[config.mk]
export PLATFORM = sky130hd
export DESIGN_NAME = can_filter_fifo_status
export DESIGN_NICKNAME = d
export VERILOG_FILES = /design/src/pkg/can_filter_pkg.sv /design/src/hdl/can_fifo_flags.sv /design/src/hdl/can_filter_fifo_status.sv
export SDC_FILE = /design/constraint.sdc
export NUM_CORES = 1
export LEC_CHECK = 0
export ABC_AREA = 1
export BUFFER_PORTS_ARGS = -buffer_cell sky130_fd_sc_hd__buf_2
export CORE_UTILIZATION = 60
export DETAILED_ROUTE_END_ITERATION = 7
export PLACE_DENSITY = 0.79
export SKIP_CTS_REPAIR_TIMING = 1
export SLEW_MARGIN = 20
export SYNTH_ARGS = -nofsm -noshare
export SYNTH_HDL_FRONTEND = slang
export SYNTH_HIERARCHICAL = 1
export SYNTH_SLANG_ARGS = --single-unit
[constraint.sdc]
create_clock -name clk_i -period 1.95 [get_ports clk_i]
set_input_delay 0.195 -clock clk_i [delete_from_list [all_inputs] [get_ports clk_i]]
set_output_delay 0.195 -clock clk_i [all_outputs]
set_load 0.02 [all_outputs]
[src/pkg/can_filter_pkg.sv]
// ****************************************************************
// Constants and carriers
// ****************************************************************
package can_filter_pkg;

   localparam int unsigned NUM_FILTERS = 4;
   localparam int unsigned NUM_MASKS = 4;
   localparam int unsigned NUM_FIFOS = 32;
   localparam int unsigned FIFO_DEPTH = 32;
   localparam int unsigned LEVEL_W = 6;
   localparam int unsigned FIRST_FILTER = 24;

   // Byte addresses
   localparam logic [9:0] ADDR_FILTER_CONTROL_SIX = 10'h000;
   localparam logic [9:0] ADDR_FIFO_DIRECTION = 10'h004;
   localparam logic [9:0] ADDR_IRQ_STATUS = 10'h008;
   localparam logic [9:0] ADDR_IRQ_CLEAR = 10'h00C;
   localparam logic [9:0] ADDR_IRQ_ENABLE = 10'h010;
   localparam logic [9:0] ADDR_FIFO_EVENT_BASE = 10'h100;
   localparam logic [2:0] FIFO_EVENT_PAGE = 3'h2;

   // Filter byte layout
   localparam int unsigned FILT_ENABLE_BIT = 7;
   localparam int unsigned FILT_MSEL_LSB = 5;
   localparam int unsigned FILT_FSEL_LSB = 0;

   // FIFO event register layout
   localparam int unsigned EVT_TX_HALF_BIT = 9;
   localparam int unsigned EVT_TX_EMPTY_BIT = 8;
   localparam int unsigned EVT_RX_OVFL_BIT = 3;
   localparam int unsigned EVT_RX_FULL_BIT = 2;
   localparam int unsigned EVT_RX_HALF_BIT = 1;
   localparam int unsigned EVT_RX_NEMPTY_BIT = 0;

   // Occupancy thresholds
   localparam logic [5:0] LEVEL_HALF = 6'h10;
   localparam logic [5:0] LEVEL_FULL = 6'h20;
   localparam logic [5:0] LEVEL_EMPTY = 6'h00;

   // Values after reset
   localparam logic [31:0] FILTER_CONTROL_RESET = 32'h0000_0000;
   localparam logic [31:0] FIFO_DIRECTION_RESET = 32'h0000_0000;
   localparam logic [31:0] IRQ_ENABLE_RESET = 32'h0000_0000;
   localparam logic [31:0] IRQ_STATUS_RESET = 32'h0000_0000;

   typedef struct packed {
      logic enable;
      logic [1:0] mask_select;
      logic [4:0] fifo_select;
   } filter_cfg_t;

   typedef struct packed {
      logic cyc;
      logic stb;
      logic we;
      logic [3:0] sel;
      logic [9:0] adr;
      logic [31:0] dat;
   } wb_req_t;

   typedef struct packed {
      logic valid;
      logic [NUM_FILTERS-1:0][NUM_MASKS-1:0] hit;
   } cand_t;

   typedef struct packed {
      logic valid;
      logic [1:0] filter;
      logic [4:0] fifo;
   } accept_t;

   typedef struct packed {
      logic [LEVEL_W-1:0] level;
      logic overflow_event;
   } fifo_in_t;

endpackage

[src/hdl/can_fifo_flags.sv]
`timescale 1ns/1ns
// ****************************************************************
// Status flags of one FIFO
// ****************************************************************
module can_fifo_flags (
   // Clock and reset
   input wire logic clk_i,
   input wire logic rst_i,
   // FIFO state
   input wire logic fifo_direction_tx_i,
   input wire logic [can_filter_pkg::LEVEL_W-1:0] level_i,
   input wire logic overflow_event_i,
   // Software clear of the overflow flag
   input wire logic overflow_clear_i,
   // Event register image
   output logic [31:0] event_word_o
);
   import can_filter_pkg::*;

   logic ovfl_q;
   logic ovfl_d;
   logic rx;

   assign rx = ~fifo_direction_tx_i;

   // Sticky overflow, set beats clear
   always_comb
   begin
      ovfl_d = ovfl_q;
      if (overflow_clear_i)
      begin
         ovfl_d = 1'b0;
      end
      if (fifo_direction_tx_i)
      begin
         ovfl_d = 1'b0;
      end
      else if (overflow_event_i)
      begin
         ovfl_d = 1'b1;
      end
   end

   always_ff @(posedge clk_i)
   begin
      if (rst_i)
      begin
         ovfl_q <= 1'b0;
      end
      else
      begin
         ovfl_q <= ovfl_d;
      end
   end

   // Live flags from occupancy, overflow flag from the sticky ovfl_q
   always_comb
   begin
      event_word_o = 32'h0000_0000;
      event_word_o[EVT_TX_HALF_BIT] = fifo_direction_tx_i && (level_i <= LEVEL_HALF);
      event_word_o[EVT_TX_EMPTY_BIT] = fifo_direction_tx_i && (level_i == LEVEL_EMPTY);
      event_word_o[EVT_RX_OVFL_BIT] = rx && ovfl_q;
      event_word_o[EVT_RX_FULL_BIT] = rx && (level_i == LEVEL_FULL);
      event_word_o[EVT_RX_HALF_BIT] = rx && (level_i >= LEVEL_HALF);
      event_word_o[EVT_RX_NEMPTY_BIT] = rx && (level_i != LEVEL_EMPTY);
   end

   property p_tx_half;
      @(posedge clk_i) disable iff (rst_i)
      fifo_direction_tx_i |-> event_word_o[EVT_TX_HALF_BIT] == (level_i <= 6'h10);
   endproperty
   a_tx_half: assert property (p_tx_half) else $error("tx half-empty flag wrong");

   property p_tx_empty;
      @(posedge clk_i) disable iff (rst_i)
      fifo_direction_tx_i && level_i == 6'h00 |-> event_word_o[EVT_TX_EMPTY_BIT];
   endproperty
   a_tx_empty: assert property (p_tx_empty) else $error("tx empty flag not set");

   property p_ovfl_set;
      @(posedge clk_i) disable iff (rst_i)
      rx && overflow_event_i ##1 rx |-> event_word_o[EVT_RX_OVFL_BIT];
   endproperty
   a_ovfl_set: assert property (p_ovfl_set) else $error("overflow flag not set");

   property p_rx_full;
      @(posedge clk_i) disable iff (rst_i)
      rx |-> event_word_o[EVT_RX_FULL_BIT] == (level_i == 6'h20);
   endproperty
   a_rx_full: assert property (p_rx_full) else $error("rx full flag wrong");

   property p_rx_half;
      @(posedge clk_i) disable iff (rst_i)
      rx |-> event_word_o[EVT_RX_HALF_BIT] == (level_i >= 6'h10);
   endproperty
   a_rx_half: assert property (p_rx_half) else $error("rx half-full flag wrong");

   property p_rx_nempty;
      @(posedge clk_i) disable iff (rst_i)
      rx && level_i == 6'h01 |-> event_word_o[EVT_RX_NEMPTY_BIT];
   endproperty
   a_rx_nempty: assert property (p_rx_nempty) else $error("rx not-empty flag wrong");

   property p_dir_zero;
      @(posedge clk_i) disable iff (rst_i)
      fifo_direction_tx_i |-> event_word_o[3:0] == 4'h0;
   endproperty
   a_dir_zero: assert property (p_dir_zero) else $error("rx flags set on tx fifo");

   property p_live;
      @(posedge clk_i) disable iff (rst_i)
      $stable(level_i) && $stable(fifo_direction_tx_i) |-> $stable(event_word_o[9:8]);
   endproperty
   a_live: assert property (p_live) else $error("flag moved without occupancy change");

   property p_ovfl_hold;
      @(posedge clk_i) disable iff (rst_i)
      ovfl_q && !overflow_clear_i && rx ##1 rx |-> ovfl_q;
   endproperty
   a_ovfl_hold: assert property (p_ovfl_hold) else $error("overflow flag lost");

   property p_reserved;
      @(posedge clk_i) disable iff (rst_i)
      event_word_o[7:4] == 4'h0;
   endproperty
   a_reserved: assert property (p_reserved) else $error("reserved event bits set");

endmodule

[src/hdl/can_filter_fifo_status.sv]
`timescale 1ns/1ns
module can_filter_fifo_status (
   // Clock and reset
   input wire logic clk_i,
   input wire logic rst_i,
   // Wishbone slave
   input wire can_filter_pkg::wb_req_t wb_req_i,
   output logic [31:0] wb_dat_o,
   output logic wb_ack_o,
   // Acceptance candidates and result
   input wire can_filter_pkg::cand_t cand_i,
   output can_filter_pkg::accept_t accept_o,
   // Filter settings for the bit engine
   output can_filter_pkg::filter_cfg_t [can_filter_pkg::NUM_FILTERS-1:0] filter_cfg_o,
   // FIFO occupancy and events
   input wire can_filter_pkg::fifo_in_t [can_filter_pkg::NUM_FIFOS-1:0] fifo_i,
   output logic [31:0] fifo_direction_tx_o,
   // Interrupt
   output logic irq_o
);
   import can_filter_pkg::*;

   // ****************************************************************
   // Decode helpers
   // ****************************************************************
   function automatic logic [31:0] merge_sel(input logic [31:0] old_v,
                                             input logic [31:0] new_v,
                                             input logic [3:0] sel);
      logic [31:0] res;
      res = old_v;
      for (int b = 0; b < 4; b++)
      begin
         if (sel[b])
         begin
            res[8*b +: 8] = new_v[8*b +: 8];
         end
      end
      return res;
   endfunction

   function automatic filter_cfg_t filter_update(input filter_cfg_t old_v,
                                                 input logic [7:0] new_v);
      filter_cfg_t res;
      res = old_v;
      res.enable = new_v[FILT_ENABLE_BIT];
      if (!old_v.enable)
      begin
         res.mask_select = new_v[FILT_MSEL_LSB +: 2];
         res.fifo_select = new_v[FILT_FSEL_LSB +: 5];
      end
      return res;
   endfunction

   function automatic logic is_event_addr(input logic [9:0] adr);
      return adr[9:7] == FIFO_EVENT_PAGE;
   endfunction

   // ****************************************************************
   // Bus handshake
   // ****************************************************************
   logic ack_q;
   logic req;
   logic wr_en;
   logic rd_take;
   logic [9:0] adr_w;
   logic [4:0] evt_idx;
   logic [31:0] wdat;
   logic [3:0] sel;

   assign req = wb_req_i.cyc & wb_req_i.stb;
   assign adr_w = {wb_req_i.adr[9:2], 2'b00};
   assign evt_idx = wb_req_i.adr[6:2];
   assign wdat = wb_req_i.dat;
   assign sel = wb_req_i.sel;
   // Write lands on the edge at which the master sees ack
   assign wr_en = req & wb_req_i.we & ack_q;
   assign rd_take = req & ~ack_q;
   assign wb_ack_o = ack_q;

   always_ff @(posedge clk_i)
   begin
      if (rst_i)
      begin
         ack_q <= 1'b0;
      end
      else
      begin
         ack_q <= req & ~ack_q;
      end
   end

   // ****************************************************************
   // Filter control
   // ****************************************************************
   filter_cfg_t [NUM_FILTERS-1:0] filter_q;

   always_ff @(posedge clk_i)
   begin
      if (rst_i)
      begin
         filter_q <= FILTER_CONTROL_RESET;
      end
      else if (wr_en && adr_w == ADDR_FILTER_CONTROL_SIX)
      begin
         for (int f = 0; f < NUM_FILTERS; f++)
         begin
            if (sel[f])
            begin
               filter_q[f] <= filter_update(filter_q[f], wdat[8*f +: 8]);
            end
         end
      end
   end

   assign filter_cfg_o = filter_q;

   // ****************************************************************
   // FIFO direction and interrupt registers
   // ****************************************************************
   logic [31:0] dir_q;
   logic [31:0] irq_en_q;
   logic [31:0] irq_status_q;
   logic [31:0] irq_set;
   logic [31:0] irq_clr;

   always_ff @(posedge clk_i)
   begin
      if (rst_i)
      begin
         dir_q <= FIFO_DIRECTION_RESET;
      end
      else if (wr_en && adr_w == ADDR_FIFO_DIRECTION)
      begin
         dir_q <= merge_sel(dir_q, wdat, sel);
      end
   end

   always_ff @(posedge clk_i)
   begin
      if (rst_i)
      begin
         irq_en_q <= IRQ_ENABLE_RESET;
      end
      else if (wr_en && adr_w == ADDR_IRQ_ENABLE)
      begin
         irq_en_q <= merge_sel(irq_en_q, wdat, sel);
      end
   end

   always_comb
   begin
      irq_clr = 32'h0000_0000;
      if (wr_en && adr_w == ADDR_IRQ_CLEAR)
      begin
         irq_clr = merge_sel(32'h0000_0000, wdat, sel);
      end
   end

   // Set beats clear in the same cycle
   always_ff @(posedge clk_i)
   begin
      if (rst_i)
      begin
         irq_status_q <= IRQ_STATUS_RESET;
      end
      else
      begin
         irq_status_q <= (irq_status_q & ~irq_clr) | irq_set;
      end
   end

   assign irq_o = |(irq_status_q & irq_en_q);
   assign fifo_direction_tx_o = dir_q;

   // ****************************************************************
   // Per-FIFO flags
   // ****************************************************************
   logic [NUM_FIFOS-1:0][31:0] event_word;
   logic [NUM_FIFOS-1:0] ovfl_clear;

   generate
      for (genvar n = 0; n < NUM_FIFOS; n++)
      begin : g_fifo
         assign ovfl_clear[n] = wr_en && is_event_addr(wb_req_i.adr) && evt_idx == n
                                && sel[0] && wdat[EVT_RX_OVFL_BIT];
         assign irq_set[n] = fifo_i[n].overflow_event & ~dir_q[n];

         can_fifo_flags u_flags (
            .clk_i(clk_i),
            .rst_i(rst_i),
            .fifo_direction_tx_i(dir_q[n]),
            .level_i(fifo_i[n].level),
            .overflow_event_i(fifo_i[n].overflow_event),
            .overflow_clear_i(ovfl_clear[n]),
            .event_word_o(event_word[n])
         );
      end
   endgenerate

   // ****************************************************************
   // Read data
   // ****************************************************************
   logic [31:0] rdata_d;
   logic [31:0] dat_q;

   always_comb
   begin
      rdata_d = 32'h0000_0000;
      if (is_event_addr(wb_req_i.adr))
      begin
         rdata_d = event_word[evt_idx];
      end
      else
      begin
         unique case (adr_w)
            ADDR_FILTER_CONTROL_SIX: rdata_d = filter_q;
            ADDR_FIFO_DIRECTION: rdata_d = dir_q;
            ADDR_IRQ_STATUS: rdata_d = irq_status_q;
            ADDR_IRQ_ENABLE: rdata_d = irq_en_q;
            default: rdata_d = 32'h0000_0000;
         endcase
      end
   end

   always_ff @(posedge clk_i)
   begin
      if (rst_i)
      begin
         dat_q <= 32'h0000_0000;
      end
      else if (rd_take)
      begin
         dat_q <= wb_req_i.we ? 32'h0000_0000 : rdata_d;
      end
   end

   assign wb_dat_o = dat_q;

   // ****************************************************************
   // Acceptance routing
   // ****************************************************************
   accept_t accept_q;
   accept_t accept_d;
   logic [NUM_FILTERS-1:0] sel_hit;

   always_comb
   begin
      for (int f = 0; f < NUM_FILTERS; f++)
      begin
         sel_hit[f] = filter_q[f].enable
                      && cand_i.hit[f][filter_q[f].mask_select];
      end
   end

   // Lowest numbered filter wins
   always_comb
   begin
      accept_d = '0;
      for (int f = NUM_FILTERS - 1; f >= 0; f--)
      begin
         if (cand_i.valid && sel_hit[f])
         begin
            accept_d.valid = 1'b1;
            accept_d.filter = 2'(f);
            accept_d.fifo = filter_q[f].fifo_select;
         end
      end
   end

   always_ff @(posedge clk_i)
   begin
      if (rst_i)
      begin
         accept_q <= '0;
      end
      else
      begin
         accept_q <= accept_d;
      end
   end

   assign accept_o = accept_q;

   // ****************************************************************
   // Checks
   // ****************************************************************
   logic [NUM_FILTERS-1:0] en_vec;
   logic [4:0] fsel0;
   logic [1:0] msel0;

   always_comb
   begin
      for (int f = 0; f < NUM_FILTERS; f++)
      begin
         en_vec[f] = filter_q[f].enable;
      end
   end

   assign fsel0 = filter_q[0].fifo_select;
   assign msel0 = filter_q[0].mask_select;

   property p_ack_pulse;
      @(posedge clk_i) disable iff (rst_i)
      req && !ack_q |=> ack_q ##1 !ack_q;
   endproperty
   a_ack_pulse: assert property (p_ack_pulse) else $error("ack not a single pulse");

   property p_disabled;
      @(posedge clk_i) disable iff (rst_i)
      cand_i.valid && en_vec == 4'h0 |=> !accept_o.valid;
   endproperty
   a_disabled: assert property (p_disabled) else $error("disabled filter accepted");

   property p_mask;
      @(posedge clk_i) disable iff (rst_i)
      cand_i.valid && en_vec[0] && cand_i.hit[0] == (4'h1 << msel0)
      |=> accept_o.valid && accept_o.filter == 2'h0;
   endproperty
   a_mask: assert property (p_mask) else $error("selected mask hit not accepted");

   property p_mask_other;
      @(posedge clk_i) disable iff (rst_i)
      cand_i.valid && en_vec == 4'h1 && cand_i.hit[0] == ~(4'h1 << msel0)
      |=> !accept_o.valid;
   endproperty
   a_mask_other: assert property (p_mask_other) else $error("wrong mask used");

   property p_fifo;
      @(posedge clk_i) disable iff (rst_i)
      cand_i.valid && sel_hit[0] |=> accept_o.fifo == $past(fsel0);
   endproperty
   a_fifo: assert property (p_fifo) else $error("accepted into wrong fifo");

   property p_locked;
      @(posedge clk_i) disable iff (rst_i)
      en_vec[0] && wr_en && adr_w == ADDR_FILTER_CONTROL_SIX
      |=> fsel0 == $past(fsel0) && msel0 == $past(msel0);
   endproperty
   a_locked: assert property (p_locked) else $error("enabled filter reconfigured");

   property p_reset;
      @(posedge clk_i)
      rst_i |=> filter_q == 32'h0000_0000;
   endproperty
   a_reset: assert property (p_reset) else $error("filter control not zero after reset");

   property p_evt_read;
      @(posedge clk_i) disable iff (rst_i)
      rd_take && !wb_req_i.we && is_event_addr(wb_req_i.adr) |=> wb_dat_o[7:4] == 4'h0;
   endproperty
   a_evt_read: assert property (p_evt_read) else $error("reserved event bits read set");

   property p_irq_set;
      @(posedge clk_i) disable iff (rst_i)
      irq_set != 32'h0000_0000 |=> (irq_status_q & $past(irq_set)) == $past(irq_set);
   endproperty
   a_irq_set: assert property (p_irq_set) else $error("overflow event lost");

endmodule

==> flow_summary.ini <==
[layout]
fillers = 5002
finalCoreUtilization_pct = 65.7
final_common_cell = nand2_1
drive_above_1_share_pct = 12.3
final_cell_mix = nand2_1, inv_1, conb_1
syn_to_final_growth_pct = 7.65
finalNetCount = 6794

[setup_path]
cp.arrival_ps = 1870
crit_required_ps = 1750
cp_max_fo = 3
reg2reg_depth = 8
r2r-start = wb_ack_o
crit_start = irq_status_q[19]
end_kind = primary output
start_kind = flop
crit_type = reg2out

[grt]
grt_overflow_total = 0
busiest_layer = met2
antenna_found_initial = 2
met2_usage_pct = 56.6
grtUsageMet1_pct = 44.0
grt_pass1_vias = 28400
grt_pass1_wl_um = 146000
grt_max_degree = 105
grt_usage_pct = 34.6
use_met3_pct = 4.39

[route]
vias = 32600
detail-route-antenna-nets = 0
drt_wl_total_um = 93400
wl_per_cell_um = 13.0
drtIter0Drc = 3123
drc = 0
vias_per_cell = 4.54
firstDrtPassIters = 6

[floorplan]
dieWidth_um = 228
core_area_mm2 = 0.0504
die_area_mm2 = 0.0522
start_util_pct = 61.1
die_y_um = 228
ioPinCount = 398
rows = 82

[timing]
worst_pin_slew_ps = 693
clock_skew_ps = 22.1
rsz0062_at_grt = true
relSlewSlack_pct = 53.8
fin_crit_sh_pct = 106
finalHoldViolCount = 3
whs_ps = -25.7
finalCriticalPeriod_ps = 2060
max_freq_mhz = 485
fin_ws_ps = -112
setup_violations = 1
drv_slew = 0

[clocking]
htree_num_levels = 1
clk_root_buffer_cell = clkbuf_16
cts_tree = done
insertion_delay_ps = 540
cts.sinks = 201
clkTransAtPathRegs_ps = 60
clk_path_buf_depth = 3
cts_buffers = 23

[power_and_ir_drop]
vdd_ir_drop_max_mv = 0.705
power_density_mw_per_mm2 = 381
finalPower_mw = 12.6
power_leakage_nw = 17.5

[logic_synthesis]
ys_seq_elements = 201
synth-edff-count = 0
ys_async_sr_fraction_pct = 0
syn_inst = 6061
synth_warnings = 6
ys_types = 35
synth.avg_cell_area_um2 = 5.07
syn_area_mm2 = 0.0308
ys_seq_area_share_pct = 13.1
synth_ff_type = dfxtp_1

[outcome]
violations = hold timing, setup timing
run_status = finished, violations left

[worst_hold_path]
min_delay_path_depth = 3
hp-class = in2reg
holdCritStartpoint = wb_req_i[1]

[place]
hpwl_um = 72000
place.gp.congestion = 1.03
portBuffers = 395
place_ws_ps = -81.9

[job]
drv_cap = 0
[state kept, by name (all words and copies together) (netlist names)]
name                   flops
accept_o                   8
fifo_direction_tx_o       32
filter_cfg_o              25
fsel0                      5
g_fifo.u_flags/ovfl_q     32
irq_en_q                  32
irq_status_q              32
msel0                      2
wb_ack_o                   1
wb_dat_o                  32
[power breakdown]
part	total, mW	leakage, nW	switching [mW]	internal, mW
registers	4.27	1.64	0.0658	4.21
clock network	4.31	0.362	1.86	2.45
logic	4.04	15.5	2.56	1.48
[logic make-up (layout without fill, tap and decap cells)]
family                 count (synthesis)  count (layout)  share of synthesized area, %
flip-flops                           201             201                          13.1
AO/OA/AOI/OAI                        496             496                          9.32
buffers and inverters               2061            1717                          35.7
AND/OR/NAND/NOR                     3271            3271                          41.5
other                                 32             834                         0.391
[layout make-up]
class | count | area [µm²] | area share, %
clock buffer | 35 | 691 | 2.09
sequential | 201 | 4040 | 12.2
antenna | 2 | 5.00 | 0.0151
clock inverter | 5 | 50.0 | 0.151
multi-input combinational | 4599 | 18900 | 57.0
timing repair buffer | 682 | 4870 | 14.7
tap | 672 | 841 | 2.54
inverter | 995 | 3740 | 11.3
[layer usage]
layer | share of wire, % | up-vias | wire, µm
met5 | 0.018 | - | 17
met4 | 6.6 | 2 | 6120
met3 | 9.6 | 331 | 8940
met2 | 44 | 1444 | 40900
met1 | 40 | 13800 | 37400
li1 | - | 17000 | -
[Yosys cell counts (all sizes together) (2+ instances only)]
cell type	count	area share, %
a211oi	34	0.96
a21oi	257	4.6
a221oi	2	0.057
buf	920	22
clkbuf	146	1.8
clkinv	3	0.037
conb	32	0.39
dfxtp	201	13
inv	992	12
nand2	2283	28
nand3	102	1.7
nand4	46	0.96
nor2	747	9.3
nor3	58	0.98
o211ai	5	0.12
o21a	39	0.95
o21ai	150	2.4
o31ai	7	0.17
or2	34	0.69
[final timing paths]
check | end | slack, ps
worst max-delay path | irq_o | -110
worst min-delay path | irq_en_q[1] | -30
worst max register to register | fifo_direction_tx_o[23] | 40
worst min register to register | wb_dat_o[6] | 470
[stage by stage]
| step | cell area [µm²] | setup TNS [ps] | instances |
|---|---|---|---|
| global placement | 31800 | -51.6 | 7097 |
| detailed placement | 31800 | -1590 | 7097 |
| floorplan | 33800 | 0 | 6861 |
| global route | 33100 | -170 | 7189 |
| finish | 33100 | -112 | 7191 |
| CTS | 32500 | -185 | 7137 |
[worst max-delay path: stages, from the launching register on]
cell,delay [ps]
dfxtp_1,390
a22o_1,280
a221oi_2,260
nand4_1,190
buf_2,200
No activity file was read; power rests on OpenSTA's default activity.
